==> config.mk <==
export PLATFORM = sky130hd
export DESIGN_NAME = cioc_core_irq
export DESIGN_NICKNAME = d
export VERILOG_FILES = /design/src/hdl/cioc_pkg.sv /design/src/hdl/cioc_core_irq.sv
export SDC_FILE = /design/constraint.sdc
export NUM_CORES = 1
export LEC_CHECK = 0
export BUFFER_PORTS_ARGS = -buffer_cell sky130_fd_sc_hd__buf_2
export CAP_MARGIN = 5
export CORE_MARGIN = 2
export CORE_UTILIZATION = 49
export DETAILED_ROUTE_END_ITERATION = 8
export MAX_ROUTING_LAYER = met4
export PLACE_DENSITY = 0.91
export SETUP_SLACK_MARGIN = 0.02
export SLEW_MARGIN = 40
export SYNTH_ARGS = -nofsm -noshare
export SYNTH_HDL_FRONTEND = slang
export SYNTH_SLANG_ARGS = --single-unit
==> constraint.sdc <==
create_clock -name aclk -period 2.55 [get_ports aclk]
set_input_delay 0.255 -clock aclk [delete_from_list [all_inputs] [get_ports aclk]]
set_output_delay 0.255 -clock aclk [all_outputs]
set_load 0.1 [all_outputs]
==> src/hdl/cioc_pkg.sv <==
// shared constants and types for the core interrupt and option block
package cioc_pkg;
   // register indices; byte address is four times the index
   localparam logic [9:0] IDX_CTL_B0  = 10'h00b;
   localparam logic [9:0] IDX_CTL_B1  = 10'h08b;
   localparam logic [9:0] IDX_CTL_B2  = 10'h10b;
   localparam logic [9:0] IDX_CTL_B3  = 10'h18b;
   localparam logic [9:0] IDX_OPT_B1  = 10'h081;
   localparam logic [9:0] IDX_OPT_B3  = 10'h181;
   localparam logic [9:0] IDX_PEN     = 10'h08c;
   localparam logic [9:0] IDX_STAT    = 10'h1f0;
   localparam logic [9:0] IDX_MASK    = 10'h1f1;
   // interrupt_control field positions
   localparam int CTL_GLOBAL = 7;
   localparam int CTL_PERIPH = 6;
   localparam int CTL_T0IE = 5;
   localparam int CTL_EXIE = 4;
   localparam int CTL_PCIE = 3;
   localparam int CTL_T0IF = 2;
   localparam int CTL_EXIF = 1;
   localparam int CTL_PCIF = 0;
   // timer_option_control field positions
   localparam int OPT_PUD  = 7;
   localparam int OPT_EDG  = 6;
   localparam int OPT_TCS  = 5;
   localparam int OPT_TSE  = 4;
   localparam int OPT_ASSIGN = 3;
   localparam int OPT_PS_H = 2;
   // event status bit positions
   localparam int EV_T0 = 0;
   localparam int EV_EX = 1;
   localparam int EV_PC = 2;
   // reset values
   localparam logic [7:0] CTL_RESET  = 8'h00;
   localparam logic [7:0] OPT_RESET  = 8'hff;
   localparam logic [7:0] PEN_RESET  = 8'h00;
   localparam logic [2:0] STAT_RESET = 3'h0;
   localparam logic [2:0] MASK_RESET = 3'h0;
   // bus answers
   localparam logic [1:0] RESP_OKAY   = 2'h0;
   localparam logic [1:0] RESP_SLVERR = 2'h2;

   typedef enum logic [2:0] {
      CIOC_SEL_NONE = 3'b000,
      CIOC_SEL_CTL  = 3'b001,
      CIOC_SEL_OPT  = 3'b010,
      CIOC_SEL_PEN  = 3'b011,
      CIOC_SEL_STAT = 3'b100,
      CIOC_SEL_MASK = 3'b101
   } cioc_sel_t;
endpackage

==> src/hdl/cioc_core_irq.sv <==
// core interrupt control, option register and axi4-lite slave
// Summary of operation
// - The control register keeps an enable and a flag for timer0 overflow, port change and the external pin.
// - The control register is one 8-bit read/write store reached at four bank aliases.
// - Each flag is set by its event whatever its own enable and the global enable say.
// - Peripheral requests reach the core only while the peripheral master enable is set.
// - A separate enable register masks each peripheral request before the master enable.
// - The option register is one 8-bit store reached at two bank aliases.
// - Timer0 runs undivided only while the prescaler is given to the watchdog.
//
// The AXI4-Lite register port was left to the implementer.
`timescale 1ns/1ps
module cioc_core_irq (
   // clock and reset
   input  wire logic        aclk,
   input  wire logic        aresetn,
   // axi4-lite write address
   input  wire logic [11:0] s_axi_awaddr,
   input  wire logic        s_axi_awvalid,
   output logic             s_axi_awready,
   // axi4-lite write data
   input  wire logic [31:0] s_axi_wdata,
   input  wire logic [3:0]  s_axi_wstrb,
   input  wire logic        s_axi_wvalid,
   output logic             s_axi_wready,
   // axi4-lite write response
   output logic [1:0]       s_axi_bresp,
   output logic             s_axi_bvalid,
   input  wire logic        s_axi_bready,
   // axi4-lite read
   input  wire logic [11:0] s_axi_araddr,
   input  wire logic        s_axi_arvalid,
   output logic             s_axi_arready,
   output logic [31:0]      s_axi_rdata,
   output logic [1:0]       s_axi_rresp,
   output logic             s_axi_rvalid,
   input  wire logic        s_axi_rready,
   // interrupt sources
   input  wire logic        timer0_overflow,
   input  wire logic        external_irq_pin,
   input  wire logic [7:4]  port_b_a,
   input  wire logic        port_b_read,
   input  wire logic [7:0]  peripheral_flags,
   // requests
   output logic             core_irq_req,
   output logic             irq,
   // option controls
   output logic             pullup_disable,
   output logic             ext_edge_select,
   output logic             timer0_clock_select,
   output logic             timer0_edge_select,
   output logic             prescaler_assign,
   output logic [2:0]       prescaler_rate,
   output logic             timer0_prescale_bypass
);

   function automatic cioc_pkg::cioc_sel_t decode(input logic [11:0] a);
      logic [9:0] idx;
      idx = a[11:2];
      if (idx == cioc_pkg::IDX_CTL_B0 || idx == cioc_pkg::IDX_CTL_B1 ||
          idx == cioc_pkg::IDX_CTL_B2 || idx == cioc_pkg::IDX_CTL_B3) begin
         decode = cioc_pkg::CIOC_SEL_CTL;
      end else if (idx == cioc_pkg::IDX_OPT_B1 ||
                   idx == cioc_pkg::IDX_OPT_B3) begin
         decode = cioc_pkg::CIOC_SEL_OPT;
      end else if (idx == cioc_pkg::IDX_PEN) begin
         decode = cioc_pkg::CIOC_SEL_PEN;
      end else if (idx == cioc_pkg::IDX_STAT) begin
         decode = cioc_pkg::CIOC_SEL_STAT;
      end else if (idx == cioc_pkg::IDX_MASK) begin
         decode = cioc_pkg::CIOC_SEL_MASK;
      end else begin
         decode = cioc_pkg::CIOC_SEL_NONE;
      end
   endfunction

   logic [7:0]  interrupt_control;
   logic [7:0]  timer_option_control;
   logic [7:0]  peripheral_enable_reg;
   logic [2:0]  irq_status;
   logic [2:0]  irq_mask;
   logic [11:0] aw_addr;
   logic        aw_held;
   logic [7:0]  w_data;
   logic        w_byte0;
   logic        w_held;
   logic        ext_prev;
   logic [7:4]  port_latch;
   logic        port_primed;
   logic        mismatch_prev;
   logic        wr_fire;
   logic        rd_fire;
   logic        ext_edge;
   logic        mismatch;
   logic [2:0]  hw_event;
   logic [7:0]  next_ctl;
   logic        next_req;
   cioc_pkg::cioc_sel_t wr_sel;
   cioc_pkg::cioc_sel_t rd_sel;

   assign wr_fire = aw_held && w_held && !s_axi_bvalid;
   assign rd_fire = s_axi_arvalid && s_axi_arready;
   assign wr_sel  = decode(aw_addr);
   assign rd_sel  = decode(s_axi_araddr);

   // write address and data are taken in either order
   always_ff @(posedge aclk) begin
      if (!aresetn) begin
         aw_held       <= 1'b0;
         aw_addr       <= 12'h000;
         s_axi_awready <= 1'b0;
      end else if (s_axi_awvalid && s_axi_awready) begin
         aw_held       <= 1'b1;
         aw_addr       <= s_axi_awaddr;
         s_axi_awready <= 1'b0;
      end else if (wr_fire) begin
         aw_held       <= 1'b0;
      end else begin
         s_axi_awready <= !aw_held;
      end
   end

   always_ff @(posedge aclk) begin
      if (!aresetn) begin
         w_held       <= 1'b0;
         w_data       <= 8'h00;
         w_byte0      <= 1'b0;
         s_axi_wready <= 1'b0;
      end else if (s_axi_wvalid && s_axi_wready) begin
         w_held       <= 1'b1;
         w_data       <= s_axi_wdata[7:0];
         w_byte0      <= s_axi_wstrb[0];
         s_axi_wready <= 1'b0;
      end else if (wr_fire) begin
         w_held       <= 1'b0;
      end else begin
         s_axi_wready <= !w_held;
      end
   end

   always_ff @(posedge aclk) begin
      if (!aresetn) begin
         s_axi_bvalid <= 1'b0;
         s_axi_bresp  <= cioc_pkg::RESP_OKAY;
      end else if (wr_fire) begin
         s_axi_bvalid <= 1'b1;
         s_axi_bresp  <= (wr_sel == cioc_pkg::CIOC_SEL_NONE) ?
                         cioc_pkg::RESP_SLVERR : cioc_pkg::RESP_OKAY;
      end else if (s_axi_bready) begin
         s_axi_bvalid <= 1'b0;
      end
   end

   // event detection; the pin is taken as synchronous already
   assign ext_edge = timer_option_control[cioc_pkg::OPT_EDG] ?
                     (external_irq_pin && !ext_prev) :
                     (!external_irq_pin && ext_prev);
   assign mismatch = port_primed && (port_b_a != port_latch);
   assign hw_event = {mismatch && !mismatch_prev, ext_edge, timer0_overflow};

   always_ff @(posedge aclk) begin
      if (!aresetn) begin
         // track the pin in reset so a high pin gives no false edge
         ext_prev      <= external_irq_pin;
         port_latch    <= 4'h0;
         port_primed   <= 1'b0;
         mismatch_prev <= 1'b0;
      end else begin
         ext_prev      <= external_irq_pin;
         mismatch_prev <= mismatch;
         // first sample after reset seeds the latch, not a reset value
         if (!port_primed || port_b_read) begin
            port_latch  <= port_b_a;
            port_primed <= 1'b1;
         end
      end
   end

   // hardware set wins over a software clear in the same cycle
   always_comb begin
      next_ctl = interrupt_control;
      if (wr_fire && w_byte0 && wr_sel == cioc_pkg::CIOC_SEL_CTL) begin
         next_ctl = w_data;
      end
      next_ctl[cioc_pkg::CTL_T0IF] = next_ctl[cioc_pkg::CTL_T0IF] |
                                     timer0_overflow;
      next_ctl[cioc_pkg::CTL_EXIF] = next_ctl[cioc_pkg::CTL_EXIF] |
                                     ext_edge;
      // flag stays set while the mismatch lasts
      next_ctl[cioc_pkg::CTL_PCIF] = next_ctl[cioc_pkg::CTL_PCIF] |
                                     mismatch;
   end

   always_ff @(posedge aclk) begin
      if (!aresetn) begin
         interrupt_control <= cioc_pkg::CTL_RESET;
      end else begin
         interrupt_control <= next_ctl;
      end
   end

   always_ff @(posedge aclk) begin
      if (!aresetn) begin
         timer_option_control  <= cioc_pkg::OPT_RESET;
         peripheral_enable_reg <= cioc_pkg::PEN_RESET;
         irq_mask              <= cioc_pkg::MASK_RESET;
      end else if (wr_fire && w_byte0) begin
         if (wr_sel == cioc_pkg::CIOC_SEL_OPT) begin
            timer_option_control <= w_data;
         end
         if (wr_sel == cioc_pkg::CIOC_SEL_PEN) begin
            peripheral_enable_reg <= w_data;
         end
         if (wr_sel == cioc_pkg::CIOC_SEL_MASK) begin
            irq_mask <= w_data[2:0];
         end
      end
   end

   // sticky status, cleared by reading it; new events survive the read
   always_ff @(posedge aclk) begin
      if (!aresetn) begin
         irq_status <= cioc_pkg::STAT_RESET;
      end else if (rd_fire && rd_sel == cioc_pkg::CIOC_SEL_STAT) begin
         irq_status <= hw_event;
      end else begin
         irq_status <= irq_status | hw_event;
      end
   end

   // read channel, one request at a time
   always_ff @(posedge aclk) begin
      if (!aresetn) begin
         s_axi_arready <= 1'b0;
         s_axi_rvalid  <= 1'b0;
         s_axi_rdata   <= 32'h0000_0000;
         s_axi_rresp   <= cioc_pkg::RESP_OKAY;
      end else if (rd_fire) begin
         s_axi_arready <= 1'b0;
         s_axi_rvalid  <= 1'b1;
         s_axi_rresp   <= cioc_pkg::RESP_OKAY;
         case (rd_sel)
            cioc_pkg::CIOC_SEL_CTL:
               s_axi_rdata <= {24'h00_0000, interrupt_control};
            cioc_pkg::CIOC_SEL_OPT:
               s_axi_rdata <= {24'h00_0000, timer_option_control};
            cioc_pkg::CIOC_SEL_PEN:
               s_axi_rdata <= {24'h00_0000, peripheral_enable_reg};
            cioc_pkg::CIOC_SEL_STAT:
               s_axi_rdata <= {29'h0000_0000, irq_status};
            cioc_pkg::CIOC_SEL_MASK:
               s_axi_rdata <= {29'h0000_0000, irq_mask};
            default: begin
               s_axi_rdata <= 32'h0000_0000;
               s_axi_rresp <= cioc_pkg::RESP_SLVERR;
            end
         endcase
      end else if (s_axi_rvalid) begin
         if (s_axi_rready) begin
            s_axi_rvalid <= 1'b0;
         end
      end else begin
         s_axi_arready <= 1'b1;
      end
   end

   // request to the core, registered so the output is glitch free
   always_comb begin
      next_req = (interrupt_control[cioc_pkg::CTL_T0IE] &
                  interrupt_control[cioc_pkg::CTL_T0IF]) |
                 (interrupt_control[cioc_pkg::CTL_EXIE] &
                  interrupt_control[cioc_pkg::CTL_EXIF]) |
                 (interrupt_control[cioc_pkg::CTL_PCIE] &
                  interrupt_control[cioc_pkg::CTL_PCIF]);
      next_req = interrupt_control[cioc_pkg::CTL_GLOBAL] & (next_req |
                 (interrupt_control[cioc_pkg::CTL_PERIPH] &
                  |(peripheral_enable_reg & peripheral_flags)));
   end

   always_ff @(posedge aclk) begin
      if (!aresetn) begin
         core_irq_req <= 1'b0;
         irq          <= 1'b0;
      end else begin
         core_irq_req <= next_req;
         irq          <= |(irq_status & irq_mask);
      end
   end

   always_ff @(posedge aclk) begin
      if (!aresetn) begin
         pullup_disable         <= cioc_pkg::OPT_RESET[cioc_pkg::OPT_PUD];
         ext_edge_select        <= cioc_pkg::OPT_RESET[cioc_pkg::OPT_EDG];
         timer0_clock_select    <= cioc_pkg::OPT_RESET[cioc_pkg::OPT_TCS];
         timer0_edge_select     <= cioc_pkg::OPT_RESET[cioc_pkg::OPT_TSE];
         prescaler_assign       <= cioc_pkg::OPT_RESET[cioc_pkg::OPT_ASSIGN];
         prescaler_rate         <= cioc_pkg::OPT_RESET[2:0];
         timer0_prescale_bypass <= cioc_pkg::OPT_RESET[cioc_pkg::OPT_ASSIGN];
      end else begin
         pullup_disable      <= timer_option_control[cioc_pkg::OPT_PUD];
         ext_edge_select     <= timer_option_control[cioc_pkg::OPT_EDG];
         timer0_clock_select <= timer_option_control[cioc_pkg::OPT_TCS];
         timer0_edge_select  <= timer_option_control[cioc_pkg::OPT_TSE];
         prescaler_assign    <= timer_option_control[cioc_pkg::OPT_ASSIGN];
         prescaler_rate      <= timer_option_control[cioc_pkg::OPT_PS_H:0];
         // watchdog owns the prescaler, so timer0 sees no division
         timer0_prescale_bypass <=
            timer_option_control[cioc_pkg::OPT_ASSIGN];
      end
   end
endmodule

Word level (Yosys, flattened, before mapping)
Cells that the tools add are included.
Widths: inputs -> output; s select.

operators by class
  equal/unequal tests = 28
  mux-type cells = 24
  bitwise operators = 15
  reduce and logical (&&, ||, !) cells = 41

operators with widths
  kind                 count
  $eq 10x9->1 const B  10
  $eq 10x8->1 const B  6
  $pmux 8 s5           1
  $mux 3               12
  $eq 10x4->1 const B  2
  $eq 3x2->1 const B   4
  $logic_and 1x1->1    12
  $eq 3x3->1 const B   3
  $logic_or 1x1->1     9
  $mux 1               9
  $and 8x8->8          1
  $reduce_or 8->1      1
  $logic_not 1->1      7
  $eq 3x1->1 const B   2
  $or 1x1->1           6
  $reduce_and 2->1     3
  $reduce_bool 2->1    3
  $reduce_or 2->1      3
  $and 1x1->1          5
  $reduce_or 5->1      1
  $mux 2               2
  $ne 4x4->1           1
  $and 3x3->3          1
  $logic_not 3->1      1
  other kinds (3)      3

storage, ports and cells
  register bits after elaboration = 111
  input port bits = 82
  output and inout bits = 52
  word-level logic and storage cells = 139

Logic depth before layout (Yosys ltp)
Gate-level depths: netlist of the first run.

  depth after elaboration = 10
  depth in mapped cells = 6
  depth with buffers taken out = 5

Least setup slack after synthesis of the first run
Ideal clock, no wire load.

  path type = reg2reg
  start point = reg s_axi_bvalid
  end point = reg timer_option_control[0]
  setup time = 0.121 ns
  data arrival time = 2.245 ns
  required time = 2.429 ns
  slack = 0.184 ns
  cell stages (with the launch flop) = 5
  path buffers = 0
  period minus slack after synthesis = 2.366 ns
  cells stage by stage = dfxtp_1 -> and3b_1 -> nand3_1 -> nor4_2 -> mux2_2

between the ends
  cells in the longest elaborated chain, start to end = 4

RTL lines
  what                               RTL line              RTL
  start: declaration                 cioc_core_irq.sv:28   output logic s_axi_bvalid,
  start signal: assignment           cioc_core_irq.sv:143  s_axi_bvalid <= 1'b0;
  start signal: assignment           cioc_core_irq.sv:146  s_axi_bvalid <= 1'b1;
  start signal: assignment           cioc_core_irq.sv:150  s_axi_bvalid <= 1'b0;
  $logic_not 1->1                    cioc_core_irq.sv:101  assign wr_fire = aw_held && w_held && !s_axi_bvalid;
  $logic_and 1x1->1                  cioc_core_irq.sv:101
  $logic_and 1x1->1                  cioc_core_irq.sv:207  end else if (wr_fire && w_byte0) begin
  $reduce_and 2->1 (no source line)  -
  end signal: assignment             cioc_core_irq.sv:204  timer_option_control <= cioc_pkg::OPT_RESET;
  end signal: assignment             cioc_core_irq.sv:209  timer_option_control <= w_data;
  end: declaration                   cioc_core_irq.sv:78   logic [7:0] timer_option_control;

No other way between the ends.
A chain may end at the register's enable or synchronous reset.

Worst setup path in the final report of the first run
  start point = reg aw_addr[11]
  end point = reg peripheral_enable_reg[3]

between the ends
  cells in the longest elaborated chain, start to end = 8
  elaborated cells on any way between the ends = 20
  those cells by class = eq/ne (10); mux (5); reduce/logical (5)

RTL lines
  what                                   RTL line              RTL
  start: declaration                     cioc_core_irq.sv:82   logic [11:0] aw_addr;
  start signal: assignment               cioc_core_irq.sv:114  aw_addr <= s_axi_awaddr;
  $eq 10x9->1                            cioc_core_irq.sv:70   end else if (idx == cioc_pkg::IDX_MASK) begin
  $mux 3                                 cioc_core_irq.sv:70
  $mux 3                                 cioc_core_irq.sv:68   end else if (idx == cioc_pkg::IDX_STAT) begin
  $mux 3                                 cioc_core_irq.sv:66   end else if (idx == cioc_pkg::IDX_PEN) begin
  $mux 3                                 cioc_core_irq.sv:63   end else if (idx == cioc_pkg::IDX_OPT_B1 ||
  $mux 3 (*)                             cioc_core_irq.sv:60   if (idx == cioc_pkg::IDX_CTL_B0 || idx == cioc_pkg::IDX_CTL_B1 ||
  $eq 3x2->1 (*)                         cioc_core_irq.sv:211  if (wr_sel == cioc_pkg::CIOC_SEL_PEN) begin
  $reduce_and 2->1 (no source line) (*)  -
  end signal: assignment                 cioc_core_irq.sv:205  peripheral_enable_reg <= cioc_pkg::PEN_RESET;
  end signal: assignment                 cioc_core_irq.sv:212  peripheral_enable_reg <= w_data;
  end: declaration                       cioc_core_irq.sv:79   logic [7:0] peripheral_enable_reg;

Every way passes the cells marked *; elsewhere a longest branch is shown, timed or not.

==> metrics, run 1 <==
initial core utilization 51.3%; register share of total power 49.3%; via count 2911; Reg clk slew, reported paths 70 ps; total power 2.77 mW; Hold-fix buffers, CTS 0; sequential fraction of the synthesis area 47.2%; Slew HR 54.3%; unrepaired setup endpoints after global routing no; postcts setup bufs 0; DR vias/cell 5.13; crit path kind reg -> reg; GP Congestion 0.947; Ports 134; Largest register FFs 10; Max Clock Skew 4.90 ps; crit path DAT 2650 ps; Net Sw Frac 27.6%; CTS sink cnt 83; CORE AREA 6870 um^2; grt met1 use 24.6%; Slowest cell on crit path or4_4; placed wire-length estimate 5740 um; Setup violations, final 0; DRC Markers 0; Die Width 88.8 um; Pwr per Cell Area 672 nW/um^2; Seq cells post-synth 83; slowest stage delay, CP 510 ps; Final Max Slew Viols 0; Rows 30; Top Usage Layer GRT met2; placed cell area 3910 um^2; Area Growth Syn to Fin 17.3%; Cell variety after synth 45; clk root buf clkbuf_8; die height 88.8 um; WL final 7480 um; Final period util 93.2%; CTS max path bufs 2; vias in the first global route 2808; GR Layer Usage met3 6.06%; nets 551; Starting DRT DRC Count 201; maximum clock rate 0.421 GHz; Hold Crit Class in -> reg; final hold violations 0; # port buffers 76; GRT Util Overall 20.8%; cell area after synthesis 3520 um^2; Final Critical Period 2380 ps; Critical Path RT 2820 ps; largest register by flop count aw_addr; post-route ant nets 0; syn avg cell area 8.96 um^2; CTS resizes 0; initial antenna violation count 0; Remaining Overflow, GRT 0; met2 Use GR 34.4%; crit path max fanout 8; Setup crit end kind register; design area 4130 um^2; Syn Inst Count 393; EDFF count, synth 0; combinational power share 14.3%; CP top delay family simple AND/OR/NAND/NOR gates; die area 7880 um^2; H-tree depth 3; worst path bufs/invs 1; Int Pwr 2.01 mW; largest net degree at the start of global routing 47; CTS tree yes; first-pass GRT wire length 12400 um; fraction of layout cells with a size suffix above 1 24.2%; main flop type after synthesis dfxtp_1; worst-margin pin slew 677 ps; CTS Buf Count 9; ant diodes 0; leakage power 1.62 nW; Total Neg Setup Slack 0 ps; run status completed; clk_lat worst skew 340 ps; CP Cell Sequence or3b_4 > or4_4 > o21ai_1 > nor4b_2 > buf_4 > mux2i_1; Max Cap Viol 0; VDD IR max 0.408 mV; Initial DRT Pass Iterations 4; Psw 0.764 mW; Clock power frac 36.4%; routed wire length per instance 13.2 um; Async S/R FF share, synth 0%; Syn. warnings 0; type of origin of the critical path register
final cells by class:
| class | count | area, um^2 |
|---|---|---|
| fill | 621 | 2740 |
| multi-input combinational | 287 | 1680 |
| clock buffer | 12 | 155 |
| clock inverter | 2 | 60.1 |
| inverter | 4 | 15.0 |
| sequential | 83 | 1660 |
| timing repair buffer | 84 | 440 |
| tap | 96 | 120 |
cells by family after synthesis:
family	synth area share, %
compound gates	12.5
xor+xnor	0.995
buf+inv	8.10
flops	47.2
mux	10.1
other cells	0.107
simple gates	21.0
Yosys cell counts (all sizes together) (2+ instances only):
cell	instances	area, um^2
or3	2	12.5
a221oi	3	26.3
nand3	2	10.0
a222oi	7	70.1
mux2i	23	230
nor4b	2	23.8
nand2b	21	131
nor4	2	18.8
nor3	7	40.0
buf	30	218
and2	2	12.5
nor2	26	97.6
a21oi	37	185
dfxtp	83	1660
nand4	3	18.8
nand2	74	278
o21ai	10	50.0
nor2b	2	12.5
mux2	11	124
a22oi	7	52.6
inv	4	15.0
xor2	4	35.0
clkbuf	14	52.6
or4	2	18.8
final timing paths:
kind | to | slack, ps | start | cells past startpoint
worst max-delay path | peripheral_enable_reg[3] | 170 | aw_addr[11] | 6
worst min-delay path | ext_prev | 50 | external_irq_pin | 1
worst max register to register | peripheral_enable_reg[3] | 170 | aw_addr[11] | 6
worst min register to register | s_axi_rdata[6] | 450 | s_axi_rdata[6] | 2
metal layers:
| layer | routed length [um] | up-vias |
|---|---|---|
| met3 | 559 | 7 |
| met1 | 3150 | 1347 |
| met2 | 3700 | 104 |
| met5 | 0 | - |
| met4 | 61 | 0 |
| li1 | - | 1453 |
power by group through the flow:
| stage | Clock [mW] | Sequential (mW) | Combinational [mW] |
|---|---|---|---|
| floorplan | 0 | 1.44 | 0.304 |
| global route | 1.09 | 1.37 | 0.426 |
| finish | 1.01 | 1.37 | 0.397 |
| global placement | 0 | 1.39 | 0.388 |
| detailed placement | 0 | 1.40 | 0.396 |
| CTS | 1.03 | 1.37 | 0.397 |
per-stage QoR:
step	setup WS [ps]	utilization, %	hold slack (ps)	cells
3_3_place_gp	179	56.8	391	554
5_1_grt	20.2	60.1	44.0	568
2_1_floorplan	184	-	283	418
4_1_cts	169	60.1	30.8	568
6_report	174	60.1	49.6	568
3_5_place_dp	188	57.0	396	554
cells in the final DEF (no fill, tap or decap), drive strengths merged, types with 2 or more instances in the layout:
master,n
a21oi,37
a221oi,3
a222oi,7
a22oi,7
and2,2
buf,84
bufinv,2
clkbuf,12
conb,26
dfxtp,83
inv,4
mux2,11
mux2i,23
nand2,74
nand2b,21
nand3,2
nand4,3
nor2,26
nor2b,2
nor3,7
nor4,2
nor4b,2
o21ai,10
or3,2
or4,2
xor2,4
Note: power is estimated with default switching activity, not from simulation.
==> run 2: changes to the inputs <==
--- a/config.mk
+++ b/config.mk
@@ -5,7 +5,7 @@
 export SDC_FILE = /design/constraint.sdc
 export NUM_CORES = 1
 export LEC_CHECK = 0
-export BUFFER_PORTS_ARGS = -buffer_cell sky130_fd_sc_hd__buf_2
+export BUFFER_PORTS_ARGS = -buffer_cell sky130_fd_sc_hd__clkbuf_2
 export CAP_MARGIN = 5
 export CORE_MARGIN = 2
 export CORE_UTILIZATION = 49
==> run 2 against run 1 <==
Clock power is essentially flat. Critical path depth is the same. Hold slack is essentially flat. Via count grew 1.8%. Sequential share of layout area shrank 0.12 points. Sequential cell count is the same. Die area is the same. Critical endpoint is now peripheral_enable_reg[7]. Largest cell class unchanged. Highest routed layer unchanged.
==> metrics, run 2 (synthesis gave the netlist of run 1 again) <==
Fill cells 613; design area 4140 um^2; Initial DRT Pass Iterations 5; Area Growth Syn to Fin 17.6%; fraction of layout cells with a size suffix above 1 24.5%; CTS max path bufs 2; crit path DAT 2650 ps; Largest register FFs 10; routed wire length per instance 13.7 um; top sig layer met4; Critical Path RT 2820 ps; Hold Crit Class in -> reg; die area 7880 um^2; Hold-fix buffers, CTS 0; DRC Markers 0; most common cell after layout, fill and taps aside dfxtp_1; Slew HR 53.1%; highest-count cells in the layout ignoring fill and taps 83 x dfxtp_1, 76 x clkbuf_2, 74 x nand2_1; Setup violations, final 0; unrepaired setup endpoints after global routing no; Total Neg Setup Slack 0 ps; Reg clk slew, reported paths 80 ps; Starting DRT DRC Count 173; ant diodes 0; Final Critical Period 2370 ps; placed cell area 3910 um^2; maximum clock rate 0.422 GHz; type of origin of the critical path register; met1 WL 3330 um; WL final 7790 um; Max Cap Viol 0; largest net degree at the start of global routing 47; Final period util 93.0%; initial antenna violation count 0; DR vias/cell 5.20; final hold violations 0; clk_lat worst skew 350 ps; Max Clock Skew 5.38 ps; GP Congestion 0.941; CORE AREA 6870 um^2; largest register by flop count aw_addr; met2 routed WL 3800 um; postcts setup bufs 0; Util after Layout 60.3%; Rows 30; CTS tree yes; GRT Util Overall 21.8%; Final Max Slew Viols 0; die height 88.8 um; CTS sink cnt 83; VDD IR max 0.356 mV; CTS Buf Count 9; nets 551; run status completed; first-pass GRT wire length 13000 um; Placed Cells 554; worst-margin pin slew 695 ps; crit path max fanout 8; Worst R2R Setup Slack 180 ps; Post-Place Setup Slack 198 ps; Ports 134; crit path kind reg -> reg; H-tree depth 3; vias in the first global route 2831; Die Width 88.8 um; met3 routed wirelength 592 um; CTS resizes 0; via count 2962; clk root buf clkbuf_8; Pwr per Cell Area 678 nW/um^2; placed wire-length estimate 5840 um; Remaining Overflow, GRT 0; # port buffers 76; initial core utilization 51.3%; leakage power 1.63 nW; post-route ant nets 0; Setup crit end kind register; final std cells w/o fill 570; worst setup margin 178 ps
==> run 2: cell count changes in the layout (fill, tap and decap cells not counted), sizes merged <==
cell      delta
clkinv       +1
clkinvlp     +1
buf         -76
clkbuf      +76
==> run 2: worst max-delay path, stage by stage (launching register included) <==
cell	delay, ps
dfxtp_1	360
or3b_4	450
or4_4	510
o21ai_1	280
nor4b_2	250
buf_4	240
mux2i_1	220
==> run 2: worst paths after layout <==
kind                     from                        to  cells past startpoint
max               aw_addr[11]  peripheral_enable_reg[7]                      6
min          external_irq_pin                  ext_prev                      1
min reg2reg    s_axi_rdata[5]            s_axi_rdata[5]                      2
max reg2reg       aw_addr[11]  peripheral_enable_reg[7]                      6
==> run 2: area by class of cell <==
class | instances | area (um^2) | area share [%]
multi-input combinational | 287 | 1680 | 40.5
inverter | 4 | 15.0 | 0.363
timing repair buffer | 84 | 440 | 10.6
sequential | 83 | 1660 | 40.1
clock buffer | 12 | 155 | 3.75
clock inverter | 4 | 72.6 | 1.75
tap | 96 | 120 | 2.90
==> run 2: power by group <==
| group | total [mW] | switching, mW | internal [mW] | leakage, nW |
|---|---|---|---|---|
| combinational | 0.397 | 0.318 | 0.0799 | 0.844 |
| sequential | 1.37 | 0.0353 | 1.33 | 0.676 |
| clock | 1.04 | 0.437 | 0.603 | 0.113 |
==> run 2: per-stage QoR <==
step	power [mW]	hold WS (ps)
CTS	2.82	31.1
global route	2.92	30.9
finish	2.81	49.5
global placement	1.78	394
detailed placement	1.79	392
floorplan	1.74	283
==> run 2: metal layers <==
| metal | global-route usage [%] | vias up |
|---|---|---|
| met4 | 6.61 | 0 |
| met2 | 36.6 | 119 |
| li1 | - | 1458 |
| met3 | 5.88 | 7 |
| met5 | - | - |
| met1 | 25.5 | 1378 |
==> run 3: changes to the inputs <==
--- a/config.mk
+++ b/config.mk
@@ -10,8 +10,9 @@
 export CORE_MARGIN = 2
 export CORE_UTILIZATION = 49
 export DETAILED_ROUTE_END_ITERATION = 8
+export GPL_ROUTABILITY_DRIVEN = 0
 export MAX_ROUTING_LAYER = met4
-export PLACE_DENSITY = 0.91
+export PLACE_DENSITY = 0.77
 export SETUP_SLACK_MARGIN = 0.02
 export SLEW_MARGIN = 40
 export SYNTH_ARGS = -nofsm -noshare
==> run 3 against run 2 <==
Clock skew grew 0.74 ps. Total power shrank 6.8%. Routed wire length shrank 5.7%. Clock-buffer cell count is the same. Critical path type unchanged. Combinational power is essentially flat. Fmax grew 0.54%. Setup slack gained 13 ps. Largest cell class unchanged. Critical path depth is the same. Sequential power is essentially flat. Via count shrank 3.0%. Sequential cell count is the same.
==> metrics, run 3 (synthesis gave the netlist of run 1 again) <==
run status completed; CORE AREA 6870 um^2; Slew HR 55.0%; vias in the first global route 2574; Hold Crit Class in -> reg; Total Neg Setup Slack 0 ps; Starting DRT DRC Count 135; Hold-fix buffers, CTS 0; most common cell after layout, fill and taps aside dfxtp_1; die area 7880 um^2; Hold Path Origin external_irq_pin; Max Clock Skew 6.13 ps; Hold Crit Depth 1; combinational power share 15.1%; Initial DRT Pass Iterations 4; highest-count cells in the layout ignoring fill and taps 83 x dfxtp_1, 76 x clkbuf_2, 74 x nand2_1; Int Pwr 1.82 mW; Critical R2R Launch aw_addr[11]; type of origin of the critical path register; worst-margin pin slew 670 ps; Psw 0.798 mW; fraction of layout cells with a size suffix above 1 24.5%; Reg clk slew, reported paths 80 ps; Max Cap Viol 0; WL final 7350 um; final hold violations 0; Final Critical Period 2360 ps; Final period util 92.5%; GRT Util Overall 19.8%; Worst R2R Path Depth 6; postcts setup bufs 0; post-route ant nets 0; CTS resizes 0; die height 88.8 um; register share of total power 52.3%; nets 551; CTS max path bufs 2; crit path max fanout 8; Setup crit end kind register; Clock power frac 32.6%; CTS tree yes; clk_lat worst skew 350 ps; ant diodes 0; initial core utilization 51.3%; Rows 30; via count 2872; Setup violations, final 0; crit path DAT 2630 ps; Net Sw Frac 30.5%; placed wire-length estimate 5430 um; Largest register FFs 10; CTS sink cnt 83; crit path kind reg -> reg; DR vias/cell 5.04; Ports 134; Area Growth Syn to Fin 16.3%; Remaining Overflow, GRT 0; H-tree depth 3; largest net degree at the start of global routing 47; hold path endpoint ext_prev; CP top delay family simple AND/OR/NAND/NOR gates; Slowest cell on crit path or4_4; maximum clock rate 0.424 GHz; slowest stage delay, CP 510 ps; r2r endpoint peripheral_enable_reg[3]; worst path bufs/invs 1; VDD IR max 0.366 mV; Pwr per Cell Area 639 nW/um^2; Worst R2R Setup Slack 190 ps; WHS 51.5 ps; # port buffers 76; clk root buf clkbuf_8; unrepaired setup endpoints after global routing no; Die Width 88.8 um; first-pass GRT wire length 11700 um; crit path launch aw_addr[11]; CTS Buf Count 9; Critical Path RT 2820 ps; largest register by flop count aw_addr; routed wire length per instance 12.9 um; initial antenna violation count 0; total power 2.62 mW; leakage power 1.61 nW; Final Max Slew Viols 0; CP Cell Sequence or3b_4 > or4_4 > o21ai_1 > nor4b_2 > buf_4 > mux2i_1; DRC Markers 0
==> run 3: cell types whose count changed in the layout (fill, tap and decap cells not counted), sizes merged <==
| cell | previous run | this run |
|---|---|---|
| clkinv | 1 | 2 |
| clkinvlp | 1 | 2 |
| bufinv | 2 | 0 |
==> run 3: layer usage <==
metal / share of wire (%) / wire length [um] / global-route usage, % / up-vias
li1: - / - / - / 1464
met1: 48 / 3540 / 25.6 / 1313
met2: 46 / 3360 / 30.2 / 84
met3: 4.6 / 336 / 3.26 / 11
met4: 1.6 / 119 / 9.09 / 0
met5: 0 / 0 / - / -
==> run 3: worst max-delay path by stage <==
stage / end / cells after the start
after global routing: peripheral_enable_reg[6] / 6
final: peripheral_enable_reg[3] / 6
after detailed placement: peripheral_enable_reg[5] / 6
after CTS: peripheral_enable_reg[5] / 6
after floorplan: timer_option_control[0] / 4
after global placement: timer_option_control[0] / 4
==> run 3: layout make-up <==
cell class	instances	area (um^2)
Inverter	4	15.0
Multi-Input combinational cell	287	1680
Timing Repair Buffer	84	440
Fill cell	642	2780
Sequential cell	83	1660
Clock buffer	12	155
Tap cell	96	120
Clock inverter	4	25.0
==> run 3: through the flow <==
stage	utilization, %	setup slack (ps)	cells	cell area [um^2]
finish	59.6	191	570	4090
global route	59.6	32.5	570	4090
CTS	59.6	182	570	4090
detailed placement	57.0	209	554	3910
global placement	56.8	175	554	3910
floorplan	-	184	418	3610
==> run 3: power by group through the flow <==
stage | sequential [mW] | clock [mW] | combinational [mW]
floorplan | 1.44 | 0 | 0.304
global placement | 1.39 | 0 | 0.390
detailed placement | 1.40 | 0 | 0.395
CTS | 1.37 | 0.879 | 0.396
global route | 1.37 | 0.934 | 0.423
finish | 1.37 | 0.853 | 0.395
